File: src/rtl/sirq_consts.svh
// Constants of the serialized interrupt slave: frame timing and enable bit positions.
// Included by the package and the slave module.
`ifndef SIRQ_CONSTS_SVH
`define SIRQ_CONSTS_SVH
`define SIRQ_NUM_FRAMES 16
`define SIRQ_SLOT_LAST 47
// First count at which a low line can only be the stop pulse: the echo of the
// last slot drive through the input synchroniser has passed by then
`define SIRQ_STOP_FROM 50
`define SIRQ_SLOT_W 6
`define SIRQ_MGMT_FRAME 3
`define SIRQ_STOP_QUIET_LEN 2
`define SIRQ_STOP_CONT_LEN 3
`define SIRQ_STOP_MAX_LEN 3
`define SIRQ_START_GAP 2
`define SIRQ_EN_SERIAL_BIT 6
`define SIRQ_EN_PIN_BIT 7
`define SIRQ_MODE_RESET 1'b1
`endif

File: src/rtl/sirq_pkg.sv
// Types of the serialized interrupt slave.
// Constants live in sirq_consts.svh.
`include "sirq_consts.svh"
package sirq_pkg;
  typedef enum logic [4:0] {
    ST_IDLE = 5'b00001,
    ST_START = 5'b00010,
    ST_DATA = 5'b00100,
    ST_STOP = 5'b01000,
    ST_GAP = 5'b10000
  } sirq_state_e;

  typedef struct packed {
    logic out;
    logic oe;
  } sirq_pin_s;

  typedef struct packed {
    logic [15:0] levels;
    logic [15:0] last;
    logic change;
  } sirq_src_s;
endpackage

File: src/rtl/sirq_sync.sv
// Two-flop synchroniser, one per bit.
// Assumes ref_clk_i and an enable that freezes both stages.
`timescale 1ns/1ps
module sirq_sync #(
  parameter int W = 1
) (
  // Clock
  input wire logic ref_clk_i,
  input wire logic rst_i,
  input wire logic ce_i,
  // Data
  input wire logic [W-1:0] d_i,
  output logic [W-1:0] q_o
);
  typedef struct packed {
    logic [W-1:0] s1;
    logic [W-1:0] s2;
  } sirq_sync_s;
  sirq_sync_s st_reg;
  sirq_sync_s st_next;

  always_comb begin
    st_next = st_reg;
    if (ce_i) begin
      st_next.s1 = d_i;
      st_next.s2 = st_reg.s1;
    end
  end

  always_ff @(posedge ref_clk_i) begin
    if (rst_i) begin
      st_reg <= '0;
    end else begin
      st_reg <= st_next;
    end
  end

  assign q_o = st_reg.s2;
endmodule // sirq_sync

File: src/rtl/sirq_src.sv
// Interrupt source sampler: holds the latest level per frame and flags any change.
// Assumes synchronised levels; index 0 is the unused frame, kept high.
`timescale 1ns/1ps
module sirq_src (
  // Clock
  input wire logic ref_clk_i,
  input wire logic rst_i,
  input wire logic ce_i,
  // Levels
  input wire logic [15:0] lvl_i,
  input wire logic change_clr_i,
  output sirq_pkg::sirq_src_s src_o
);
  sirq_pkg::sirq_src_s st_reg;
  sirq_pkg::sirq_src_s st_next;
  logic [15:0] diff;

  always_comb begin
    st_next = st_reg;
    diff = '0;
    if (ce_i) begin
      st_next.levels = lvl_i;
      st_next.last = st_reg.levels;
      diff = st_reg.levels ^ st_reg.last;
      // A fresh edge beats the clear so no change is lost
      if (|diff) begin
        st_next.change = 1'b1;
      end else if (change_clr_i) begin
        st_next.change = 1'b0;
      end
    end
  end

  always_ff @(posedge ref_clk_i) begin
    if (rst_i) begin
      st_reg <= '{levels: 16'hffff, last: 16'hffff, change: 1'b0};
    end else begin
      st_reg <= st_next;
    end
  end

  assign src_o = st_reg;
endmodule // sirq_src

File: src/rtl/sirq_slave.sv
// Serialized interrupt slave agent: reports interrupt levels in their frame slots.
// Assumes one clock domain (bus clock); the line is open, resolved outside.
`timescale 1ns/1ps
`include "sirq_consts.svh"
module sirq_slave (
  // Clock and reset
  input wire logic ref_clk_i,
  input wire logic rst_i,
  input wire logic ce_i,
  // Serial interrupt line
  input wire logic sirq_line_i,
  output logic sirq_line_o,
  output logic sirq_line_oe_o,
  // Interrupt sources, active high request lines 1..15
  input wire logic [15:1] irq_i,
  input wire logic system_mgmt_interrupt_n_i,
  input wire logic [7:0] mgmt_enable2_i,
  // Management pin and status
  output logic mgmt_interrupt_out_pin_n_o,
  output logic quiet_mode_o,
  output logic cycle_active_o
);
  typedef struct packed {
    sirq_pkg::sirq_state_e state;
    logic quiet;
    logic [`SIRQ_SLOT_W-1:0] cnt;
    logic [1:0] phase;
    logic [4:0] frame;
    logic drove_low;
    logic [2:0] low_len;
    logic prev_line;
    logic orig;
    sirq_pkg::sirq_pin_s pin;
    logic mgmt_pin_n;
    logic active;
  } sirq_st_s;

  sirq_st_s st_reg;
  sirq_st_s st_next;
  logic line_s;
  logic [16:0] raw_s;
  logic [15:0] lvl;
  logic chg_clr;
  sirq_pkg::sirq_src_s src;

  // Line and all pins come from outside the clock domain; the line and the
  // management input pass inverted so the cleared stages read as idle-high
  sirq_sync #(.W(17)) u_sync (
    .ref_clk_i(ref_clk_i),
    .rst_i(rst_i),
    .ce_i(ce_i),
    .d_i({~sirq_line_i, ~system_mgmt_interrupt_n_i, irq_i}),
    .q_o(raw_s)
  );

  assign line_s = ~raw_s[16];

  // Frame slot levels: low means asserted on the line
  always_comb begin
    lvl = '1;
    for (int i = 1; i < `SIRQ_NUM_FRAMES; i++) begin
      lvl[i] = ~raw_s[i - 1];
    end
    // Both sources may share the slot; software keeps one masked
    if (mgmt_enable2_i[`SIRQ_EN_SERIAL_BIT] && raw_s[15]) begin
      lvl[`SIRQ_MGMT_FRAME - 1] = 1'b0;
    end
  end

  sirq_src u_src (
    .ref_clk_i(ref_clk_i),
    .rst_i(rst_i),
    .ce_i(ce_i),
    .lvl_i(lvl),
    .change_clr_i(chg_clr),
    .src_o(src)
  );

  // Change is delivered by a running cycle once its frame is still ahead
  assign chg_clr = st_reg.state == sirq_pkg::ST_START && line_s && !st_reg.prev_line;

  always_comb begin
    st_next = st_reg;
    st_next.pin = '{out: 1'b1, oe: 1'b0};
    st_next.mgmt_pin_n = ~(mgmt_enable2_i[`SIRQ_EN_PIN_BIT] & raw_s[15]);
    if (ce_i) begin
      st_next.prev_line = line_s;
      unique case (st_reg.state)
        sirq_pkg::ST_IDLE: begin
          st_next.orig = 1'b0;
          if (!line_s) begin
            st_next.state = sirq_pkg::ST_START;
          end else if (st_reg.quiet && src.change && !st_reg.orig) begin
            st_next.pin = '{out: 1'b0, oe: 1'b1};
            st_next.orig = 1'b1;
            st_next.state = sirq_pkg::ST_START;
          end
        end
        sirq_pkg::ST_START: begin
          // Released after one low clock; host holds the rest of the pulse
          st_next.orig = 1'b0;
          // Only a rising edge ends the pulse; our own low is still in the synchroniser
          if (line_s && !st_reg.prev_line) begin
            st_next.state = sirq_pkg::ST_DATA;
            st_next.cnt = `SIRQ_SLOT_W'(1);
            st_next.phase = 2'd0;
            st_next.frame = 5'd0;
          end
        end
        sirq_pkg::ST_DATA: begin
          st_next.cnt = st_reg.cnt + `SIRQ_SLOT_W'(1);
          if (st_reg.phase == 2'd2) begin
            st_next.phase = 2'd0;
            st_next.frame = st_reg.frame + 5'd1;
          end else begin
            st_next.phase = st_reg.phase + 2'd1;
          end
          // Next clock is the sample of frame n when cnt+1 = 3n+2
          if (st_reg.phase == 2'd0 && st_reg.frame < 5'(`SIRQ_NUM_FRAMES)) begin
            if (!src.levels[st_reg.frame[3:0]]) begin
              st_next.pin = '{out: 1'b0, oe: 1'b1};
              st_next.drove_low = 1'b1;
            end else begin
              st_next.drove_low = 1'b0;
            end
          end else if (st_reg.phase == 2'd1) begin
            if (st_reg.drove_low) begin
              st_next.pin = '{out: 1'b1, oe: 1'b1};
            end
            st_next.drove_low = 1'b0;
          end
          // Stop pulse may start in any phase, so every low clock is counted
          if (st_reg.cnt >= `SIRQ_SLOT_W'(`SIRQ_STOP_FROM) && !line_s) begin
            st_next.state = sirq_pkg::ST_STOP;
            st_next.low_len = 3'd1;
          end
        end
        sirq_pkg::ST_STOP: begin
          if (!line_s) begin
            if (st_reg.low_len < 3'(`SIRQ_STOP_MAX_LEN)) begin
              st_next.low_len = st_reg.low_len + 3'd1;
            end
          end else begin
            // Mode is taken only from the stop pulse width
            st_next.quiet = st_reg.low_len == 3'(`SIRQ_STOP_QUIET_LEN);
            st_next.state = sirq_pkg::ST_GAP;
            st_next.cnt = '0;
          end
        end
        sirq_pkg::ST_GAP: begin
          st_next.cnt = st_reg.cnt + `SIRQ_SLOT_W'(1);
          if (!line_s) begin
            st_next.state = sirq_pkg::ST_START;
          end else if (st_reg.cnt + `SIRQ_SLOT_W'(1) >= `SIRQ_SLOT_W'(`SIRQ_START_GAP - 1)) begin
            st_next.state = sirq_pkg::ST_IDLE;
          end
        end
        default: begin
          st_next.state = sirq_pkg::ST_IDLE;
        end
      endcase
    end else begin
      st_next.pin = st_reg.pin;
      st_next.mgmt_pin_n = st_reg.mgmt_pin_n;
    end
    st_next.active = st_next.state != sirq_pkg::ST_IDLE;
  end

  always_ff @(posedge ref_clk_i) begin
    if (rst_i) begin
      st_reg <= '{state: sirq_pkg::ST_IDLE, quiet: ~`SIRQ_MODE_RESET, cnt: '0,
                  phase: '0, frame: '0, drove_low: 1'b0, low_len: '0,
                  prev_line: 1'b1, orig: 1'b0, pin: '{out: 1'b1, oe: 1'b0},
                  mgmt_pin_n: 1'b1, active: 1'b0};
    end else begin
      st_reg <= st_next;
    end
  end

  assign sirq_line_o = st_reg.pin.out;
  assign sirq_line_oe_o = st_reg.pin.oe;
  assign mgmt_interrupt_out_pin_n_o = st_reg.mgmt_pin_n;
  assign quiet_mode_o = st_reg.quiet;
  assign cycle_active_o = st_reg.active;
endmodule // sirq_slave

File: config.mk
export PLATFORM = sky130hd
export DESIGN_NAME = sirq_slave
export DESIGN_NICKNAME = d
export VERILOG_FILES = /design/src/rtl/sirq_pkg.sv /design/src/rtl/sirq_sync.sv /design/src/rtl/sirq_src.sv /design/src/rtl/sirq_slave.sv
export VERILOG_INCLUDE_DIRS = /design/src /design/src/rtl
export SDC_FILE = /design/constraint.sdc
export NUM_CORES = 1
export LEC_CHECK = 0
export ABC_AREA = 0
export BUFFER_PORTS_ARGS = -buffer_cell sky130_fd_sc_hd__buf_2
export CAP_MARGIN = 20
export CORE_UTILIZATION = 30
export DETAILED_ROUTE_END_ITERATION = 10
export MAX_ROUTING_LAYER = met4
export PLACE_DENSITY = 0.48
export SKIP_LAST_GASP = 1
export SYNTH_ARGS = -nofsm -noshare
export SYNTH_HDL_FRONTEND = slang
export SYNTH_SLANG_ARGS = --single-unit
File: constraint.sdc
create_clock -name ref_clk_i -period 1.9 [get_ports ref_clk_i]
set_input_delay 0.38 -clock ref_clk_i [delete_from_list [all_inputs] [get_ports ref_clk_i]]
set_output_delay 0.38 -clock ref_clk_i [all_outputs]
set_load 0.02 [all_outputs]
# == After elaboration in Yosys (flattened, before gate mapping) ==
# Index checks and enable logic that the tools add are counted.
# totals
register_bits,94
inputBits,28
out_inout_bits,5
wordCells,126
# op_classes
n_addsub,4
order_cmp,5
n_eq_ne,15
mux,36
n_bitwise,21
reduce_logical,27
# op_table
cell,n
5-bit 2-to-1 mux,7
25-bit 2-to-1 mux,1
5-bit one-hot mux with 5 select lines,1
1-bit inverter,19
6-bit one-hot mux with 3 select lines,1
16-bit OR reduction,1
16-bit bitwise XOR,1
3-bit 2-to-1 mux,5
7-bit one-hot mux with 2 select lines,1
13-bit 2-to-1 mux,1
12-bit 2-to-1 mux,1
1-bit 2-to-1 mux,11
2-bit nonzero test,5
3-bit AND reduction,3
1-bit logical AND,8
"2-bit != test, second input constant",4
4-bit AND reduction,2
"6-bit by 1-bit adder with 6-bit output, second input constant",1
"6-bit by 1-bit >= comparator with 1-bit output, second input constant",1
"6-bit >= comparator, second input constant",1
2-bit 2-to-1 mux,3
3-bit one-hot mux with 2 select lines,1
"5-bit by 1-bit adder with 5-bit output, second input constant",1
"5-bit by 1-bit equality test with 1-bit output, second input constant",1
other kinds (24),27

# == Logic depth before layout (Yosys ltp) ==
# depth
depth_word,7
mapped_depth,8
depth_no_buf,8

# == Hierarchy ==
# Synthesis repeated with hierarchy kept, for this count alone.
# unflattened
hier_cells,505
area_unflattened_um2,4760.8
# modules_own_cells
mod,instances,cells_per_inst,area_each_um2,seq_area_each_um2
sirq_slave,1,246,1976.9,580.6
sirq_src,1,132,1417.6,660.6
sirq_sync,1,127,1366.3,680.7

# == Worst setup path after synthesis ==
# Ideal clock, no wire load.
# synth_path
kind,register to register
from,register st_reg[10] (netlist bit)
to,"register st_reg, in the netlist sirq_line_o"
setup_time_ns,0.120
arrival_time_ns,1.698
t_required_ns,1.780
slack_ns,0.082
stages_incl_launch_ff,8
n_path_buf,1
synth_period_minus_slack_ns,1.818
path_cell_list,dfxtp_1 buf_2 mux4_2 nor2_1 a21oi_1 a211oi_2 a21oi_1 a211o_1
# synth_via
elab_chain_len,5
word_cells_on_any_way,7
cone_classes,order compare (1); mux (5); reduce/logical (1)
# synth_rtl
item,line_no,text
"start, declared",sirq_slave.sv:38,sirq_st_s st_reg;
"start signal, assigned",sirq_slave.sv:171,"st_reg <= '{state: sirq_pkg::ST_IDLE, quiet: ~`SIRQ_MODE_RESET, cnt: '0,"
"start signal, assigned",sirq_slave.sv:176,st_reg <= st_next;
1-bit binary-select mux with 4-bit select,sirq_slave.sv:120,if (!src.levels[st_reg.frame[3:0]]) begin
1-bit 2-to-1 mux (not written as such),sirq_slave.sv:120,
2-bit 2-to-1 mux,sirq_slave.sv:120,
2-bit 2-to-1 mux (*),sirq_slave.sv:119,if (st_reg.phase == 2'd0 && st_reg.frame < 5'(`SIRQ_NUM_FRAMES)) begin
2-bit one-hot mux with 2 select lines (*),sirq_slave.sv:88,unique case (st_reg.state)
# Every way passes the cells marked *; elsewhere a longest branch is shown, timed or not. The select of a mux whose other input is x is not followed.
# A chain may end at the register's enable or synchronous reset.

# == Worst setup path after layout ==
# layout_path
from,register st_reg[25] (netlist bit)
to,register st_reg[24] (netlist bit)
# layout_via
elab_chain_len,3
word_cells_on_any_way,7
cone_classes,eq/ne (5); mux (2)
# layout_rtl
item,line_no,text
5-bit equality test (tied with other cells),sirq_slave.sv:88,
5-bit one-hot mux with 5 select lines (*),sirq_slave.sv:88,
25-bit 2-to-1 mux (*),sirq_slave.sv:86,if (ce_i) begin
# Every way passes the cells marked *; elsewhere a longest branch is shown, timed or not.

==> flow_summary.ini <==
[status]
status = complete, but fails checks
violations = setup timing

[layout]
syn_to_final_growth_pct = 20.62
final_cell_count_no_fill = 698
largest_reg_flops = 31
final_cell_area_mm2 = 0.005152
fin_nets = 547
diodes = 0
regArea_mm2 = 0.001887
multi_input_area_mm2 = 0.002258
fillers = 1427
fin_util_pct = 37.12
drive_above_1_share_pct = 18.53

[yosys]
yosysTopAreaCellShare_pct = 44.05
syn-cell-area_mm2 = 0.004272
syn_area_per_cell_um2 = 9.012
synth-edff-count = 0
syn_nets = 508
syn_inst = 474
yosysSeqAreaShare_pct = 44.05
synth_seq_cells = 94
yosysUniqueCellTypes = 55
ys.flop_type = dfxtp_1
synth_area_leaders = dfxtp_1 (44%), mux2i_1 (8.7%), nor2_1 (6.1%)
yosysTopAreaCell = dfxtp_1
synth_warnings = 0
async_flop_share_pct = 0

[placement]
io_buffer_count = 26
dpl-instance-area_mm2 = 0.004738
place_congestion = 0.8218
dp_cells = 679
place_ws_ns = 0.001485
dp_hpwl_um = 6028

[timing]
min_period_ns = 1.921
fin_crit_sh_pct = 101.1
fin_skew_ns = 0.009325
slew-limit-headroom_pct = 72.89
worstMarginPinSlew_ns = 0.4030
rsz0062_at_grt = yes
fin_setup_tns_ns = -0.02137
fin_hold_ws_ns = 0.2078
setup_viol = 1
slew_viol_final = 0
fmax_ghz = 0.5205
setup_slack_ns = -0.02137
hold_viol_final = 0

[clocking]
cts_root_buf = clkbuf_16
insertion_delay_ns = 0.35
hold_buffers = 0
clockBufferDepth = 2
htree_levels = 3
cts.clk_slew.worst_paths_ns = 0.07
tritoncts = done
cts_sinks = 94
cts-buffers-inserted = 9

[critical_path]
r2r-start = st_reg[25]
cpMaxStageDelayCell = or3_4
path_cells = or3_4 -> nor3b_4 -> nor2_2 -> a221oi_2 -> a21oi_2 -> or2_1
critPathMaxStageDelay_ns = 0.46
crit_path_start_kind = register
crit_type = register to register
required_ns = 2.14
r2r-end = st_reg[24]
path_max_fanout = 5
worst_ep_arrival_time_ns = 2.16
end_kind = register
r2r_cells = 6
r2r_setup_slack_ns = -0.02

[die]
start_util_pct = 30.77
dieHeight_um = 121.3
dieArea_mm2 = 0.01472
ios = 33
core-area_mm2 = 0.01388
rows = 43
die_w_um = 121.3

[power_and_ir_drop]
vdd_ir_drop_max_v = 0.0004887
finalPower_mw = 4.543
leakage_nw = 2.048
power.density_mw_per_mm2 = 881.7

[global_route]
overflow = 0
grt_use_total_pct = 13.18
antenna_found_initial = 0
grt_first_pass_wirelength_um = 14810
grt_pass1_vias = 3081
grt_start_max_net_pins = 51

[drt]
ant_nets = 0
wl_um = 8908
drtIter0Drc = 134
first_pass_iters = 4
drcViolationCount = 0
avgViaCountPerCell = 4.774
vias = 3332
post_drt_wl_per_cell_um = 12.76

[hold_path]
worstHoldStart = sirq_line_i
min_path_type = input pin to register
worstHoldPathCells = 2
min_delay_worst_endpoint = u_sync.st_reg[33]

[job]
drv_cap = 0
[routing by layer]
layer | track usage, % | share of wire, % | routed length, um | vias to the layer above
li1 | - | - | - | 1730
met1 | 16.44 | 50 | 4470 | 1546
met2 | 20.35 | 45 | 4036 | 44
met3 | 2.961 | 2.6 | 234 | 12
met4 | 5.787 | 1.9 | 167 | 0
met5 | - | 0 | 0 | -
[report_power, final]
group	internal, mW	switching [mW]
logic	0.155	0.175
registers	2.04	0.0440
clock network	1.33	0.801
[worst max path at each step]
| stage | from | endpoint | slack [ns] | cells after the start |
|---|---|---|---|---|
| 3_3_place_gp | st_reg[25] | st_reg[22] | 0.01 | 7 |
| 4_1_cts | st_reg[10] | sirq_line_o | 0.02 | 6 |
| 2_1_floorplan | st_reg[10] | sirq_line_o | 0.08 | 7 |
| 5_1_grt | st_reg[17] | cycle_active_o | -0.08 | 9 |
| 6_report | st_reg[25] | st_reg[24] | -0.02 | 6 |
| 3_5_place_dp | st_reg[25] | st_reg[22] | 0.001 | 7 |
[Yosys cell counts, types with 3 or more instances]
cell      count
buf_2         8
ha_1          6
and3_1        3
inv_1         6
a21oi_1      21
nand2b_1     18
o21ai_0      27
nor4_1        6
mux2i_1      37
nor3_1        7
xor2_1       21
a211o_1      16
nand3_1       7
dfxtp_1      94
a211oi_1      4
clkbuf_1     17
nand2_1      33
nand4_1       4
nor2b_1      19
buf_1         4
nor2_1       69
[worst max-delay path, delay by kind of cell, from the launching register on]
kind             cells  cell delay [ns]
AO/OA/AOI/OAI        2             0.41
AND/OR/NAND/NOR      4             1.05
flip-flops           1             0.36
[cell usage in the layout (no fill, tap or decap), types with 6 or more instances in the layout]
cell,count
a21oi_1,20
clkbuf_16,9
o21ai_0,26
nor2_1,68
buf_4,32
nor2b_1,19
nand3_1,7
nand2b_1,18
inv_1,6
nor4_1,6
a211o_1,16
nand2_1,33
dfxtp_1,92
xor2_1,21
buf_2,25
nor3_1,6
ha_1,6
mux2i_1,37
[logic make-up (layout without fill, tap and decap cells)]
group | count (synthesis) | count (layout) | share of synthesized area (%)
flops | 94 | 94 | 44.05
mux | 39 | 39 | 9.725
compound gates | 91 | 91 | 14.21
fa+ha+maj | 6 | 6 | 1.757
xor+xnor | 22 | 22 | 4.511
buf+inv | 37 | 81 | 3.837
simple gates | 185 | 185 | 21.91
[timing repair]
action	4_1_cts	5_1_grt
hold endpoints to repair	0	0
setup endpoints to repair	2	9
pin swaps	0	6
resized for setup	1	9
buffers inserted	0	3
[area by class of cell]
type,instances,share of cell area [%]
inverter,6,0.4371
clock inverter,6,2.234
tap,180,4.371
timing repair buffer,59,7.868
sequential,94,36.62
clock buffer,10,4.638
multi-input combinational,343,43.83
(Power assumes the default switching activity.)
